--- src/pin_mux_pkg.sv ---
package pin_mux_pkg;
  // register byte offsets on the apb bus
  localparam logic [7:0] OFS_PA_IE = 8'h00;
  localparam logic [7:0] OFS_PB_IE = 8'h04;
  localparam logic [7:0] OFS_PA_DATA = 8'h08;
  localparam logic [7:0] OFS_PA_DIR = 8'h0c;
  localparam logic [7:0] OFS_PA_PU = 8'h10;
  localparam logic [7:0] OFS_PB_DATA = 8'h14;
  localparam logic [7:0] OFS_PB_DIR = 8'h18;
  localparam logic [7:0] OFS_PB_PU = 8'h1c;
  localparam logic [7:0] OFS_PB_PD = 8'h20;
  localparam logic [7:0] OFS_ALT = 8'h24;
  localparam logic [7:0] OFS_ANALOG = 8'h28;
  localparam logic [7:0] OFS_PA_IN = 8'h2c;
  localparam logic [7:0] OFS_PB_IN = 8'h30;
  localparam logic [7:0] OFS_IRQ_STAT = 8'h34;
  localparam logic [7:0] OFS_IRQ_MASK = 8'h38;
  // pins handled by this block
  localparam logic [7:0] PA_MASK = 8'h09;
  localparam logic [7:0] PB_MASK = 8'hfc;
  localparam logic [7:0] PB_PD_MASK = 8'h48;
  // reset values
  localparam logic [7:0] IE_RESET = 8'hff;
  localparam logic [7:0] CFG_RESET = 8'h00;
  // alternate function control fields
  localparam int ALT_A3_PWM2 = 0;
  localparam int ALT_B4_PWM2 = 1;
  localparam int ALT_B2_PWM2 = 2;
  localparam int ALT_B7_PWM3 = 3;
  localparam int ALT_B6_PWM3 = 4;
  localparam int ALT_B5_PWM3 = 5;
  localparam int ALT_A0_COMP = 6;
  localparam int ALT_IRQ0_SRC = 7;
  localparam int ALT_EDGE_RISE = 8;
  localparam int ALT_EDGE_FALL = 9;
  localparam int ALT_W = 10;
  // analog enable: port a in bits 7:0, port b in bits 15:8
  localparam int ANA_PB_LSB = 8;
  localparam int ANA_W = 16;
  // adc channel of each covered pin
  localparam int ADC_CH_W = 11;
  localparam int CH_A3 = 8;
  localparam int CH_A0 = 10;
  localparam int CH_PB_BASE = 0;
  // comparator minus sources
  localparam int CMPN_W = 6;
  localparam int CMPN_A3 = 0;
  localparam int CMPN_B6 = 4;
  localparam int CMPN_B7 = 5;
  // interrupt status bits
  localparam int IRQ_LINE0 = 0;
  localparam int IRQ_WAKE = 1;
  localparam int IRQ_W = 2;

  // per-port pad controls
  typedef struct packed {
    logic [7:0] out;
    logic [7:0] oe;
    logic [7:0] pull_up;
    logic [7:0] pull_down;
    logic [7:0] in_en;
  } pad_ctrl_s;
endpackage

--- src/port_pin_function_mux.sv ---
// Functional notes
// each covered pin is software input or push-pull output, optional pull-up
// port b bits 6 and 3 also offer an independent pull-down
// port a bit 3 serves adc channel 8 and comparator minus source 0
// second timer pwm routes to port a bit 3, port b bits 4 and 2
// third timer pwm routes to port b bits 7, 6 and 5
// port a bit 0 serves adc channel 10, comparator output, irq line 0
// external irq lines trigger on rising or falling edge, chosen by register
// port b bit 5 is alternate irq line 0 source and adc channel 5
// port b bits 7, 6 serve comparator minus 5, 4 and adc channels 7, 6
// port b bits 4, 3, 2 serve adc channels 4, 3, 2
// input enable cleared disables input buffer and power-down wake-up
// port a bit 0 input enable cleared stops its toggle wake-up
// enabled pin level change in power-down raises a wake-up request
`timescale 1ns/1ps
module port_pin_function_mux
  import pin_mux_pkg::*;
(
  input wire logic clk_sys, // system clock
  input wire logic reset_n, // async reset, active low
  input wire logic psel, // apb select
  input wire logic penable, // apb enable
  input wire logic pwrite, // apb direction
  input wire logic [7:0] paddr, // apb byte address
  input wire logic [31:0] pwdata, // apb write data
  output logic [31:0] prdata, // apb read data
  output logic pready, // apb ready
  output logic pslverr, // apb error on unmapped address
  input wire logic [7:0] port_a_pin_in, // port a pad levels
  input wire logic [7:0] port_b_pin_in, // port b pad levels
  output pad_ctrl_s port_a_pad, // port a pad controls
  output pad_ctrl_s port_b_pad, // port b pad controls
  input wire logic second_timer_pwm_out, // pwm from second timer
  input wire logic third_timer_pwm_out, // pwm from third timer
  input wire logic comparator_result, // comparator result
  output logic [ADC_CH_W-1:0] adc_channel_en, // analog switch per adc channel
  output logic [CMPN_W-1:0] comparator_neg_en, // comparator minus source switches
  output logic ext_irq_line_zero, // gated level of irq line 0 source
  output logic ext_irq_req, // one-cycle irq line 0 edge request
  input wire logic power_down, // chip in power-down
  output logic wake_req, // wake-up request to power control
  output logic irq // level interrupt
);

  logic [7:0] pa_ie, pb_ie, pa_data, pa_dir, pa_pu;
  logic [7:0] pb_data, pb_dir, pb_pu, pb_pd;
  logic [ALT_W-1:0] alt_ctrl;
  logic [ANA_W-1:0] analog_en;
  logic [IRQ_W-1:0] irq_stat, irq_mask, irq_set;
  logic [7:0] pa_sample, pb_sample, pa_prev, pb_prev;
  logic irq0_prev;
  logic wr_en, rd_en;
  logic [7:0] wr_byte;
  logic [7:0] pa_ana, pb_ana, pa_alt_en, pb_alt_en, pa_alt_val, pb_alt_val;
  logic next_irq0, irq0_event, wake_event;
  pad_ctrl_s next_pa, next_pb;
  logic [ADC_CH_W-1:0] next_adc;
  logic [CMPN_W-1:0] next_cmpn;

  // true when the byte address hits a register
  function automatic logic is_mapped(input logic [7:0] a);
    unique case (a)
      OFS_PA_IE, OFS_PB_IE, OFS_PA_DATA, OFS_PA_DIR, OFS_PA_PU,
      OFS_PB_DATA, OFS_PB_DIR, OFS_PB_PU, OFS_PB_PD, OFS_ALT,
      OFS_ANALOG, OFS_PA_IN, OFS_PB_IN, OFS_IRQ_STAT, OFS_IRQ_MASK: is_mapped = 1'b1;
      default: is_mapped = 1'b0;
    endcase
  endfunction

  // write strobe for one register
  function automatic logic hit(input logic en, input logic [7:0] a, input logic [7:0] ofs);
    hit = en && (a == ofs);
  endfunction

  // access phase strobes, one wait state per transfer
  assign wr_en = psel && penable && !pready && pwrite && is_mapped(paddr);
  assign rd_en = psel && penable && !pready && !pwrite;
  assign wr_byte = pwdata[7:0];

  // apb handshake and error
  always_ff @(posedge clk_sys or negedge reset_n) begin
    if (!reset_n) begin
      pready <= 1'b0;
      pslverr <= 1'b0;
    end else begin
      pready <= psel && penable && !pready;
      pslverr <= psel && penable && !pready && !is_mapped(paddr);
    end
  end

  // input enable registers
  always_ff @(posedge clk_sys or negedge reset_n) begin
    if (!reset_n) begin
      pa_ie <= IE_RESET & PA_MASK;
      pb_ie <= IE_RESET & PB_MASK;
    end else begin
      if (hit(wr_en, paddr, OFS_PA_IE)) pa_ie <= wr_byte & PA_MASK;
      if (hit(wr_en, paddr, OFS_PB_IE)) pb_ie <= wr_byte & PB_MASK;
    end
  end

  // port data, direction and pull registers
  always_ff @(posedge clk_sys or negedge reset_n) begin
    if (!reset_n) begin
      pa_data <= CFG_RESET;
      pa_dir <= CFG_RESET;
      pa_pu <= CFG_RESET;
      pb_data <= CFG_RESET;
      pb_dir <= CFG_RESET;
      pb_pu <= CFG_RESET;
      pb_pd <= CFG_RESET;
    end else begin
      if (hit(wr_en, paddr, OFS_PA_DATA)) pa_data <= wr_byte & PA_MASK;
      if (hit(wr_en, paddr, OFS_PA_DIR)) pa_dir <= wr_byte & PA_MASK;
      if (hit(wr_en, paddr, OFS_PA_PU)) pa_pu <= wr_byte & PA_MASK;
      if (hit(wr_en, paddr, OFS_PB_DATA)) pb_data <= wr_byte & PB_MASK;
      if (hit(wr_en, paddr, OFS_PB_DIR)) pb_dir <= wr_byte & PB_MASK;
      if (hit(wr_en, paddr, OFS_PB_PU)) pb_pu <= wr_byte & PB_MASK;
      if (hit(wr_en, paddr, OFS_PB_PD)) pb_pd <= wr_byte & PB_PD_MASK;
    end
  end

  // alternate function, analog selection and interrupt mask registers
  always_ff @(posedge clk_sys or negedge reset_n) begin
    if (!reset_n) begin
      alt_ctrl <= '0;
      analog_en <= '0;
      irq_mask <= '0;
    end else begin
      if (hit(wr_en, paddr, OFS_ALT)) alt_ctrl <= pwdata[ALT_W-1:0];
      if (hit(wr_en, paddr, OFS_ANALOG)) begin
        analog_en <= {pwdata[ANA_PB_LSB +: 8] & PB_MASK, pwdata[7:0] & PA_MASK};
      end
      if (hit(wr_en, paddr, OFS_IRQ_MASK)) irq_mask <= pwdata[IRQ_W-1:0];
    end
  end

  // read data mux
  always_ff @(posedge clk_sys or negedge reset_n) begin
    if (!reset_n) begin
      prdata <= '0;
    end else if (rd_en) begin
      unique case (paddr)
        OFS_PA_IE: prdata <= {24'h000000, pa_ie};
        OFS_PB_IE: prdata <= {24'h000000, pb_ie};
        OFS_PA_DATA: prdata <= {24'h000000, pa_data};
        OFS_PA_DIR: prdata <= {24'h000000, pa_dir};
        OFS_PA_PU: prdata <= {24'h000000, pa_pu};
        OFS_PB_DATA: prdata <= {24'h000000, pb_data};
        OFS_PB_DIR: prdata <= {24'h000000, pb_dir};
        OFS_PB_PU: prdata <= {24'h000000, pb_pu};
        OFS_PB_PD: prdata <= {24'h000000, pb_pd};
        OFS_ALT: prdata <= {{(32-ALT_W){1'b0}}, alt_ctrl};
        OFS_ANALOG: prdata <= {{(32-ANA_W){1'b0}}, analog_en};
        OFS_PA_IN: prdata <= {24'h000000, pa_sample};
        OFS_PB_IN: prdata <= {24'h000000, pb_sample};
        OFS_IRQ_STAT: prdata <= {{(32-IRQ_W){1'b0}}, irq_stat};
        OFS_IRQ_MASK: prdata <= {{(32-IRQ_W){1'b0}}, irq_mask};
        default: prdata <= '0;
      endcase
    end
  end

  // alternate output routing per pin
  always_comb begin
    pa_ana = analog_en[7:0];
    pb_ana = analog_en[ANA_PB_LSB +: 8];
    pa_alt_en = '0;
    pb_alt_en = '0;
    pa_alt_val = '0;
    pb_alt_val = '0;
    pa_alt_en[3] = alt_ctrl[ALT_A3_PWM2];
    pa_alt_val[3] = second_timer_pwm_out;
    pb_alt_en[4] = alt_ctrl[ALT_B4_PWM2];
    pb_alt_val[4] = second_timer_pwm_out;
    pb_alt_en[2] = alt_ctrl[ALT_B2_PWM2];
    pb_alt_val[2] = second_timer_pwm_out;
    pb_alt_en[7] = alt_ctrl[ALT_B7_PWM3];
    pb_alt_val[7] = third_timer_pwm_out;
    pb_alt_en[6] = alt_ctrl[ALT_B6_PWM3];
    pb_alt_val[6] = third_timer_pwm_out;
    pb_alt_en[5] = alt_ctrl[ALT_B5_PWM3];
    pb_alt_val[5] = third_timer_pwm_out;
    pa_alt_en[0] = alt_ctrl[ALT_A0_COMP];
    pa_alt_val[0] = comparator_result;
  end

  // pad control next values; analog use drops driver and pulls
  always_comb begin
    next_pa.out = ((pa_alt_en & pa_alt_val) | (~pa_alt_en & pa_data)) & PA_MASK;
    next_pa.oe = (pa_alt_en | pa_dir) & ~pa_ana & PA_MASK;
    next_pa.pull_up = pa_pu & ~pa_ana;
    next_pa.pull_down = '0;
    next_pa.in_en = pa_ie;
    next_pb.out = ((pb_alt_en & pb_alt_val) | (~pb_alt_en & pb_data)) & PB_MASK;
    next_pb.oe = (pb_alt_en | pb_dir) & ~pb_ana & PB_MASK;
    next_pb.pull_up = pb_pu & ~pb_ana;
    next_pb.pull_down = pb_pd & ~pb_ana & PB_PD_MASK;
    next_pb.in_en = pb_ie;
  end

  // analog switches for adc channels and comparator minus sources
  always_comb begin
    next_adc = '0;
    next_cmpn = '0;
    next_adc[CH_A3] = pa_ana[3];
    next_cmpn[CMPN_A3] = pa_ana[3];
    next_adc[CH_A0] = pa_ana[0];
    next_adc[CH_PB_BASE + 5] = pb_ana[5];
    next_adc[CH_PB_BASE + 7] = pb_ana[7];
    next_adc[CH_PB_BASE + 6] = pb_ana[6];
    next_cmpn[CMPN_B7] = pb_ana[7];
    next_cmpn[CMPN_B6] = pb_ana[6];
    next_adc[CH_PB_BASE + 4] = pb_ana[4];
    next_adc[CH_PB_BASE + 3] = pb_ana[3];
    next_adc[CH_PB_BASE + 2] = pb_ana[2];
  end

  // registered pad and analog outputs
  always_ff @(posedge clk_sys or negedge reset_n) begin
    if (!reset_n) begin
      port_a_pad <= '0;
      port_b_pad <= '0;
      adc_channel_en <= '0;
      comparator_neg_en <= '0;
    end else begin
      port_a_pad <= next_pa;
      port_b_pad <= next_pb;
      adc_channel_en <= next_adc;
      comparator_neg_en <= next_cmpn;
    end
  end

  // gated input sampling; a disabled buffer reads as zero
  always_ff @(posedge clk_sys or negedge reset_n) begin
    if (!reset_n) begin
      pa_sample <= '0;
      pb_sample <= '0;
      pa_prev <= '0;
      pb_prev <= '0;
    end else begin
      pa_sample <= port_a_pin_in & pa_ie;
      pb_sample <= port_b_pin_in & pb_ie;
      pa_prev <= pa_sample;
      pb_prev <= pb_sample;
    end
  end

  // irq line 0 source select and edge detection
  assign next_irq0 = alt_ctrl[ALT_IRQ0_SRC] ? pb_sample[5] : pa_sample[0];
  assign irq0_event = (next_irq0 && !irq0_prev && alt_ctrl[ALT_EDGE_RISE])
                   || (!next_irq0 && irq0_prev && alt_ctrl[ALT_EDGE_FALL]);

  // wake-up on any enabled pin changing during power-down
  assign wake_event = power_down && (((pa_sample ^ pa_prev) | (pb_sample ^ pb_prev)) != 8'h00);

  // irq line state and request pulses
  always_ff @(posedge clk_sys or negedge reset_n) begin
    if (!reset_n) begin
      irq0_prev <= 1'b0;
      ext_irq_line_zero <= 1'b0;
      ext_irq_req <= 1'b0;
      wake_req <= 1'b0;
    end else begin
      irq0_prev <= next_irq0;
      ext_irq_line_zero <= next_irq0;
      ext_irq_req <= irq0_event;
      wake_req <= wake_event;
    end
  end

  // sticky status, write one to clear, a new event wins
  always_comb begin
    irq_set = '0;
    irq_set[IRQ_LINE0] = irq0_event;
    irq_set[IRQ_WAKE] = wake_event;
  end

  always_ff @(posedge clk_sys or negedge reset_n) begin
    if (!reset_n) begin
      irq_stat <= '0;
      irq <= 1'b0;
    end else begin
      if (hit(wr_en, paddr, OFS_IRQ_STAT)) begin
        irq_stat <= (irq_stat & ~pwdata[IRQ_W-1:0]) | irq_set;
      end else begin
        irq_stat <= irq_stat | irq_set;
      end
      irq <= |(irq_stat & irq_mask);
    end
  end

endmodule // port_pin_function_mux

--- config.mk ---
export PLATFORM = sky130hd
export DESIGN_NAME = port_pin_function_mux
export DESIGN_NICKNAME = d
export VERILOG_FILES = /design/src/pin_mux_pkg.sv /design/src/port_pin_function_mux.sv
export SDC_FILE = /design/constraint.sdc
export NUM_CORES = 1
export LEC_CHECK = 0
export ABC_AREA = 1
export BUFFER_PORTS_ARGS = -buffer_cell sky130_fd_sc_hd__buf_2
export CAP_MARGIN = 10
export CORE_UTILIZATION = 55
export CTS_CLUSTER_SIZE = 16
export DETAILED_ROUTE_END_ITERATION = 12
export PLACE_DENSITY = 0.95
export SYNTH_ARGS = -nofsm -noshare
export SYNTH_HDL_FRONTEND = slang
export SYNTH_SLANG_ARGS = --single-unit
--- constraint.sdc ---
create_clock -name clk_sys -period 2.15 [get_ports clk_sys]
set_input_delay 0 -clock clk_sys [delete_from_list [all_inputs] [get_ports clk_sys]]
set_output_delay 0 -clock clk_sys [all_outputs]
set_load 0.03 [all_outputs]
==> results.toml, run 1 <==
[status]
status = "complete, no violations"

[setup_path]
worst_ep_arrival_time_ns = 2.43
cp_slowest_cell = "dlygate4sd3_1"
worstRegToRegCells = 8
worstPathCellList = "dlygate4sd3_1 > buf_2 > nand2_1 > dlygate4sd3_1 > nor2_2 > inv_2 > nor2_4 > buf_4 > and2_4 > nand3_4 > nand2_1 > o21ai_2"
start_kind = "input pin"
path_max_fanout = 12
crit_path_max_incr_delay_ns = 0.56
worst-path-buf-inv = 5
crit_cells = 12
criticalPathCategory = "in2reg"
required_ns = 2.54
cpLargestDelayFamily = "buffers and inverters"
endpoint_kind = "flop"

[synthesis]
ys_ff_latch = 136
post-synth-top-area-cell = "dfrtp_1"
syn_area_per_cell_um2 = 9.32
synth_ff_type = "dfrtp_1"
syn-cell-area_mm2 = 0.00616
ys_warn_count = 0
syn_inst = 661
synth_edf_count = 0
synthArstFlopShare_pct = 100
synth_most_common_cell = "nand2_1"
yosys-top-cells-count = "175 x nand2_1, 128 x dfrtp_1, 71 x buf_4"
synth_cell_types = 38
yosys.area.top_type_share_pct = 52.0
synth.area.top_cells = "dfrtp_1 52%, nand2_1 11%, buf_4 8.7%, inv_1 3.8%, dfstp_2 3.4%"
ys_seq_area_share_pct = 55.4

[drt]
wl_met2_um = 7530
drc = 0
viasPerCell = 5.12
wl_met3_um = 1150
via_count = 4958
ant_nets = 0
drt_iter0_drc = 554
post_drt_wl_per_cell_um = 15.4
wl_met1_um = 5560
drt-total-wl_um = 14900
top_layer = "met4"
dr.pass1.iters = 5

[sta]
hold_viol_final = 0
finalSetupViolCount = 0
skew_ns = 0.00772
setup_slack_ns = 0.108
worst_pin_slew_ns = 0.761
min_period_ns = 2.04
slew_viol_final = 0
period_share_pct = 95.0
timing.fmax_mhz = 490
slew_headroom_pct = 49.3
rsz0062_at_grt = "false"
finalSetupTns_ns = 0

[floorplan]
start_util_pct = 56.6
fp.dieW_um = 108
core_area_mm2 = 0.0109
ios = 200
rows = 38
die_h_um = 108
die-area_mm2 = 0.0116

[final_layout]
areaGrowthSynthToFinish_pct = 21.6
nFillCells = 742
diodes = 0
layout-drive-gt1-share_pct = 25.7
layout.nets = 880

[power_and_ir_drop]
p_per_area_mw_per_mm2 = 768
p_leak_nw = 4.22
ir_drop_v = 0.000455

[grt]
grt_pass1_wl_um = 23600
grt_pass1_vias = 4797
grt_max_degree = 137
grt-ovfl-total = 0
grt_usage_pct = 27.3
antenna_found_initial = 0

[worst_hold_path]
hold_path.class = "in2async"

[placed_design]
dp_slack_ns = 0.428
finalWeightedCongestion = 0.895
dpl.hpwl_um = 9560
numPortBuffers = 107

[cts]
htreeDepth = 4
numCtsBuffers = 17
cts_tree = "built"
clkTransAtPathRegs_ns = 0.06
clk_path_buf_depth = 2
cts_root_buf = "clkbuf_8"
cts.sinks = 136
clock_latency_ns = 0.52

[run]
max-cap-violations = 0
logic make-up after synthesis:
kind of cell,Yosys count,synth area share [%]
other,1,0.0609
XOR/XNOR,7,0.995
multiplexers,2,0.366
flip-flops,136,55.4
buffers and inverters,151,14.6
AND/OR/NAND/NOR,293,21.0
AO/OA/AOI/OAI,71,7.49
layout by cell type (no fill, tap or decap), drive strengths merged:
| cell type | instances |
|---|---|
| a22o | 1 |
| o31ai | 2 |
| inv | 74 |
| bufinv | 1 |
| clkinv | 6 |
| nand2 | 192 |
| mux2 | 2 |
| nor3 | 4 |
| xnor2 | 1 |
| xor2 | 6 |
| clkinvlp | 3 |
| o22ai | 7 |
| or2 | 1 |
| buf | 113 |
| dfrtp | 128 |
| o21ai | 52 |
| a21o | 1 |
| nor2 | 57 |
| and3 | 1 |
| conb | 68 |
| dfstp | 8 |
| clkbuf | 17 |
| nand3 | 37 |
| dlygate4sd3 | 36 |
| a21oi | 8 |
| and2 | 2 |
path summary, 6_finish.rpt:
path                            slack (ns)                       to                  from
worst max-delay path                  0.11     pb_pu[2]$_DFFE_PN0P_               penable
worst max register to register        0.47     pb_pu[2]$_DFFE_PN0P_      pready$_DFF_PN0_
min in group clk_sys                  0.06   pb_data[3]$_DFFE_PN0P_             pwdata[3]
worst min-delay path                  0.04  port_a_pad[3]$_DFF_PN0_               reset_n
worst min register to register        0.43  port_a_pad[3]$_DFF_PN0_  pa_ie[3]$_DFFE_PN1P_
max in group asynchronous             1.46    prdata[7]$_DFFE_PN0P_               reset_n
area by class of cell:
cell class	instances	area, µm²	area share (%)
sequential	136	3410	45.6
multi-input combinational	442	2120	28.3
timing repair buffer	149	956	12.8
clock buffer	17	414	5.53
inverter	69	262	3.49
tap	140	175	2.34
clock inverter	15	156	2.09
metrics by stage:
step / cell area [µm²] / utilization, % / hold slack, ns / std cells / total power (W)
after floorplan: 6410 / - / -0.296 / 728 / 0.00293
after global placement: 6520 / 59.9 / 0.160 / 896 / 0.00295
after global routing: 7490 / 68.8 / 0.0741 / 968 / 0.00593
final: 7490 / 68.8 / 0.0449 / 968 / 0.00576
after detailed placement: 6520 / 59.9 / 0.174 / 896 / 0.00296
after CTS: 7460 / 68.5 / 0.0217 / 965 / 0.00578
worst register-to-register path, delay by kind of cell, from the launching register on:
| kind | cells | cell delay, ns |
|---|---|---|
| flip-flops | 1 | 0.38 |
| AO/OA/AOI/OAI | 1 | 0.06 |
| AND/OR/NAND/NOR | 5 | 0.91 |
| buffers and inverters | 2 | 0.19 |
report_power, final:
| part | internal [W] | switching [W] |
|---|---|---|
| registers | 0.00257 | 0.00000421 |
| logic | 0.0000929 | 0.000304 |
| clock network | 0.00158 | 0.00121 |
| total | 0.00424 | 0.00152 |
state kept, by name, summed over array words and instances, names as in the netlist, 6 cells and up:
name / count
port_a_pad: 8
pb_prev: 6
pb_pu: 6
pb_data: 6
pb_sample: 6
adc_channel_en: 6
pb_ie: 6
prdata: 16
pb_dir: 6
port_b_pad: 26
analog_en: 8
alt_ctrl: 10
layer usage:
metal | up-vias | global-route usage, %
met4 | 0 | 14.7
met2 | 302 | 45.9
met5 | - | 0
met3 | 67 | 5.08
li1 | 2238 | -
met1 | 2351 | 33.2
repair_timing:
action | CTS | global route
setup buffers | 0 | 3
endpoints found under the hold margin | 200 | 0
resized for setup | 0 | 6
endpoints found under the setup margin | 0 | 19
hold buffers | 37 | 0
No activity file was read; power rests on OpenSTA's default activity.
==> run 2, diff against run 1 <==
--- a/config.mk
+++ b/config.mk
@@ -6,11 +6,12 @@
 export NUM_CORES = 1
 export LEC_CHECK = 0
 export ABC_AREA = 1
-export BUFFER_PORTS_ARGS = -buffer_cell sky130_fd_sc_hd__buf_2
 export CAP_MARGIN = 10
-export CORE_UTILIZATION = 55
+export CORE_UTILIZATION = 68
 export CTS_CLUSTER_SIZE = 16
 export DETAILED_ROUTE_END_ITERATION = 12
+export DONT_BUFFER_PORTS = 1
+export GPL_TIMING_DRIVEN = 0
 export PLACE_DENSITY = 0.95
 export SYNTH_ARGS = -nofsm -noshare
 export SYNTH_HDL_FRONTEND = slang
==> run 2 against run 1 <==
Compared with the run above: the run now ends with negative hold slack left; die area shrank 19%; non-clock buffer count shrank 20; worst setup slack lost 0.033 ns; critical path depth shrank 4; clock power grew 16%; power grew 8.1%; combinational power grew 4%; hold slack lost 0.89 ns; final area grew 2.4%; sequential share of layout area shrank 1.1 points; clock skew shrank 0.0017 ns; critical path type unchanged.
==> results.toml, run 2 (synthesis gave the netlist of run 1 again) <==
[power_and_ir_drop]
ir_drop_v = 0.000447
p_per_area_mw_per_mm2 = 810
p_leak_nw = 4.17

[final_layout]
layout-drive-gt1-share_pct = 21.9
final_util_pct = 87.6
layout.nets = 859
mostFrequentLayoutCell = "nand2_1"
regMostFlops = "port_b_pad"
nFillCells = 401
regArea_mm2 = 0.00341
final_cell_mix = "175 x nand2_1, 128 x dfrtp_1, 72 x buf_4"
areaGrowthSynthToFinish_pct = 24.6
top_regs = "port_b_pad x26, prdata x16, alt_ctrl x10"
diodes = 0
multi_input_area_mm2 = 0.00211
largest_register_ffs = 26

[setup_path]
endpoint_kind = "flop"
worstSetupEndpoint = "analog_en[10]$_DFFE_PN0P_"
rr_startpoint = "pready$_DFF_PN0_"
path_max_fanout = 4
criticalPathCategory = "in2reg"
required_ns = 2.62
worst_ep_arrival_time_ns = 2.54
crit_start = "paddr[7]"
r2r_end = "irq_stat[0]$_DFF_PN0_"
worstRegToRegCells = 7
ff2ff_setup_slack_ns = 0.10
start_kind = "input pin"

[drt]
via_count = 4970
drt_iter0_drc = 480
dr.pass1.iters = 6
drt-total-wl_um = 16500
post_drt_wl_per_cell_um = 18.0
viasPerCell = 5.43
drc = 0
ant_nets = 0

[placed_design]
dpl.hpwl_um = 9640
dp_slack_ns = 0.415
numPortBuffers = 0
finalWeightedCongestion = 0.942

[sta]
finalSetupViolCount = 0
worst_pin_slew_ns = 0.796
slew_headroom_pct = 47.0
finalSetupTns_ns = 0
timing.fmax_mhz = 482
setup_slack_ns = 0.0759
hold_viol_final = 136
period_share_pct = 96.5
holdWs_ns = -0.850
min_period_ns = 2.07
skew_ns = 0.00606
slew_viol_final = 0

[grt]
grt_usage_pct = 36.4
grt_pass1_vias = 5119
grt-ovfl-total = 0
antenna_found_initial = 0
grt_pass1_wl_um = 26100
grt_max_degree = 137

[run]
max-cap-violations = 0

[cts]
clkTransAtPathRegs_ns = 0.07
cts_root_buf = "clkbuf_8"
cts.sinks = 136
numCtsBuffers = 17
htreeDepth = 4
clk_path_buf_depth = 2
clock_latency_ns = 0.54
cts_hold_buf = 47
cts_tree = "built"

[floorplan]
start_util_pct = 70.3
ios = 200
fp.dieW_um = 97.2
die-area_mm2 = 0.00944
core_area_mm2 = 0.00876
rows = 34
die_h_um = 97.2

[worst_hold_path]
hold_path.class = "in2async"

[status]
status = "complete, but fails checks"
violations = "negative hold slack"
-- run 2: layer usage --
metal	vias to the layer above	part of all wire [%]	global-route usage (%)
met1	2321	36	43.1
li1	2206	-	-
met3	92	9.0	8.92
met2	351	49	60.2
met4	0	5.4	21.8
met5	-	0	0
-- run 2: metrics by stage --
| stage | total power [W] | instances | cell area (µm²) |
|---|---|---|---|
| floorplan | 0.00293 | 728 | 6410 |
| global placement | 0.00295 | 836 | 6550 |
| detailed placement | 0.00295 | 836 | 6550 |
| CTS | 0.00619 | 915 | 7670 |
| global route | 0.00633 | 915 | 7680 |
| finish | 0.00622 | 915 | 7680 |
-- run 2: where the power goes --
part	internal (W)	leakage, nW	total (W)	switching [W]
Combinational	0.000149	1.99	0.000414	0.000265
Sequential	0.00257	1.87	0.00258	0.0000118
Clock	0.00203	0.312	0.00323	0.00120
Total	0.00474	4.17	0.00622	0.00148
-- run 2: cell type report --
class / count / share of cell area [%]
Tap cell: 108 / 1.76
Clock buffer: 17 / 5.40
Multi-Input combinational cell: 441 / 27.4
Buffer: 82 / 8.35
Sequential cell: 136 / 44.5
Timing Repair Buffer: 47 / 6.10
Inverter: 69 / 3.41
Clock inverter: 15 / 3.10
-- run 2: worst min path at each step --
| stage | startpoint | to | slack (ns) |
|---|---|---|---|
| after floorplan | reset_n | adc_channel_en[10]$_DFF_PN0_ | -0.30 |
| after global placement | reset_n | port_a_pad[32]$_DFF_PN0_ | -0.29 |
| after detailed placement | reset_n | adc_channel_en[10]$_DFF_PN0_ | -0.29 |
| after CTS | reset_n | adc_channel_en[10]$_DFF_PN0_ | -0.85 |
| after global routing | reset_n | adc_channel_en[10]$_DFF_PN0_ | -0.86 |
| final | reset_n | adc_channel_en[10]$_DFF_PN0_ | -0.85 |
-- run 2: repair_timing --
| item | 4_1_cts | 5_1_grt |
|---|---|---|
| buffers inserted | 0 | 1 |
| resized for setup | 0 | 2 |
| endpoints found under the hold margin | 220 | 136 |
| setup endpoints to repair | 0 | 11 |
-- run 2: critical path, cell delays in order --
cell and delay, ns:
dlygate4sd3_1 0.56, nor2_1 0.24, nand3_1 0.10, dlygate4sd3_1 0.59
nor2_2 0.21, dlygate4sd3_1 0.65, nand3_1 0.10, nand2_1 0.10
==> run 3, diff against run 2 <==
--- a/config.mk
+++ b/config.mk
@@ -7,12 +7,12 @@
 export LEC_CHECK = 0
 export ABC_AREA = 1
 export CAP_MARGIN = 10
-export CORE_UTILIZATION = 68
+export CORE_UTILIZATION = 55
 export CTS_CLUSTER_SIZE = 16
 export DETAILED_ROUTE_END_ITERATION = 12
 export DONT_BUFFER_PORTS = 1
 export GPL_TIMING_DRIVEN = 0
-export PLACE_DENSITY = 0.95
+export PLACE_DENSITY = 0.82
 export SYNTH_ARGS = -nofsm -noshare
 export SYNTH_HDL_FRONTEND = slang
 export SYNTH_SLANG_ARGS = --single-unit
==> run 3 against run 2 <==
Compared with the run above: the run still ends with negative hold slack left; combinational power about the same; largest power group unchanged; critical endpoint is now irq_stat[1]$_DFF_PN0_; cell count is 3.9% higher; sequential cell count unchanged; via count decreased by 3.9%; largest cell class unchanged; first-iteration DRC count decreased by 20%.
==> results.toml, run 3 (synthesis gave the netlist of run 1 again) <==
[status]
status = "complete, but fails checks"
violations = "negative hold slack"

[run]
max-cap-violations = 0

[sta]
period_share_pct = 99.5
worst_pin_slew_ns = 0.755
slew_viol_final = 0
finalSetupViolCount = 0
min_period_ns = 2.14
slew_headroom_pct = 49.6
timing.fmax_mhz = 468
hold_viol_final = 136
holdWs_ns = -0.836
skew_ns = 0.00864

[drt]
drt-total-wl_um = 15000
dr.pass1.iters = 6
drt_iter0_drc = 384
viasPerCell = 5.02
via_count = 4776
ant_nets = 0
drc = 0
post_drt_wl_per_cell_um = 15.8

[grt]
grt-ovfl-total = 0
grt_pass1_wl_um = 23300
antenna_found_initial = 0
grt_pass1_vias = 4655
grt_usage_pct = 27.2
grt_max_degree = 137

[power_and_ir_drop]
combPwrFrac_pct = 7.0
p_seq_share_pct = 43.1
power_w = 0.00598
ir_drop_v = 0.000596
clock_power_share_pct = 49.9
p_sw_w = 0.00135
switching_share_pct = 22.6
p_per_area_mw_per_mm2 = 774
internal_power_w = 0.00463
p_leak_nw = 4.19

[final_layout]
layout.nets = 863
areaGrowthSynthToFinish_pct = 25.4
final_cell_mix = "175 x nand2_1, 128 x dfrtp_1, 72 x buf_4"
largest_register_ffs = 26
regMostFlops = "port_b_pad"
top_regs = "port_b_pad x26, prdata x16, alt_ctrl x10"
nFillCells = 792
layout.cells.non_filler = 951
multi_input_area_mm2 = 0.00212
layout-drive-gt1-share_pct = 22.1
diodes = 0
final_util_pct = 71.0
mostFrequentLayoutCell = "nand2_1"
regArea_mm2 = 0.00341

[setup_path]
path_max_fanout = 3
start_kind = "input pin"
endpoint_kind = "flop"
worst_ep_arrival_time_ns = 2.55
required_ns = 2.56
criticalPathCategory = "in2reg"

[placed_design]
numPortBuffers = 0
finalWeightedCongestion = 0.918
dpl.hpwl_um = 9910
placed_cells = 868

[cts]
cts_tree = "built"
clock_latency_ns = 0.53
htreeDepth = 4
cts.sinks = 136
clkTransAtPathRegs_ns = 0.06
cts_root_buf = "clkbuf_8"
numCtsBuffers = 17
clk_path_buf_depth = 2

[floorplan]
ios = 200
rows = 38
die_h_um = 108
start_util_pct = 56.6
core_area_mm2 = 0.0109
die-area_mm2 = 0.0116
fp.dieW_um = 108

[worst_hold_path]
hold_path.class = "in2async"
[run 3: layer usage]
layer / routed length (µm) / track usage, %
met2: 7460 / 45.1
met1: 5870 / 32.4
met3: 1250 / 7.87
met4: 392 / 13.0
met5: 0 / 0
[run 3: path summary, 6_finish.rpt]
kind,slack [ns],depth (start not counted),end,startpoint
min in group clk_sys,0.05,6,alt_ctrl[4]$_DFFE_PN0P_,pwrite
max in group asynchronous,2.69,0,pa_ie[3]$_DFFE_PN1P_,reset_n
worst min register to register,0.42,0,port_a_pad[3]$_DFF_PN0_,pa_ie[3]$_DFFE_PN1P_
worst min-delay path,-0.84,0,irq$_DFF_PN0_,reset_n
worst max register to register,0.13,8,irq_stat[1]$_DFF_PN0_,pready$_DFF_PN0_
worst max-delay path,0.01,10,irq_stat[1]$_DFF_PN0_,paddr[0]
[run 3: area by class of cell]
cell class | count | area share (%)
buffer | 82 | 8.29
clock buffer | 20 | 5.63
clock inverter | 12 | 2.27
inverter | 69 | 3.38
multi-input combinational | 441 | 27.4
sequential | 136 | 44.2
tap | 140 | 2.27
timing repair buffer | 51 | 6.57
[run 3: power groups by stage]
| stage | clock network [W] | logic, W | registers [W] |
|---|---|---|---|
| after floorplan | 0 | 0.000307 | 0.00262 |
| after global placement | 0 | 0.000326 | 0.00262 |
| after detailed placement | 0 | 0.000328 | 0.00262 |
| after CTS | 0.00300 | 0.000404 | 0.00258 |
| after global routing | 0.00313 | 0.000442 | 0.00258 |
| final | 0.00299 | 0.000417 | 0.00258 |
[run 3: repair_timing]
item	in CTS	in global routing
buffers inserted	0	1
gates resized for setup	0	8
hold buffers	50	1
endpoints found under the hold margin	221	139
endpoints found under the setup margin	0	3
[run 3: critical path: stages]
cell and delay [ns]:
dlygate4sd3_1 0.58, nor2_2 0.13, dlygate4sd3_1 0.62, nand3_1 0.10
nor2_2 0.16, and3_4 0.21, nand2_1 0.06, nand2_1 0.06
nand2_1 0.05, dlygate4sd3_1 0.58
[run 3: stage by stage]
| step | TNS, ns | area [µm²] | setup slack [ns] |
|---|---|---|---|
| 4_1_cts | 0 | 7700 | 0.00173 |
| 6_report | 0 | 7730 | 0.0113 |
| 2_1_floorplan | 0 | 6410 | 0.593 |
| 3_3_place_gp | 0 | 6590 | 0.435 |
| 5_1_grt | -0.0384 | 7730 | -0.0303 |
| 3_5_place_dp | 0 | 6590 | 0.341 |
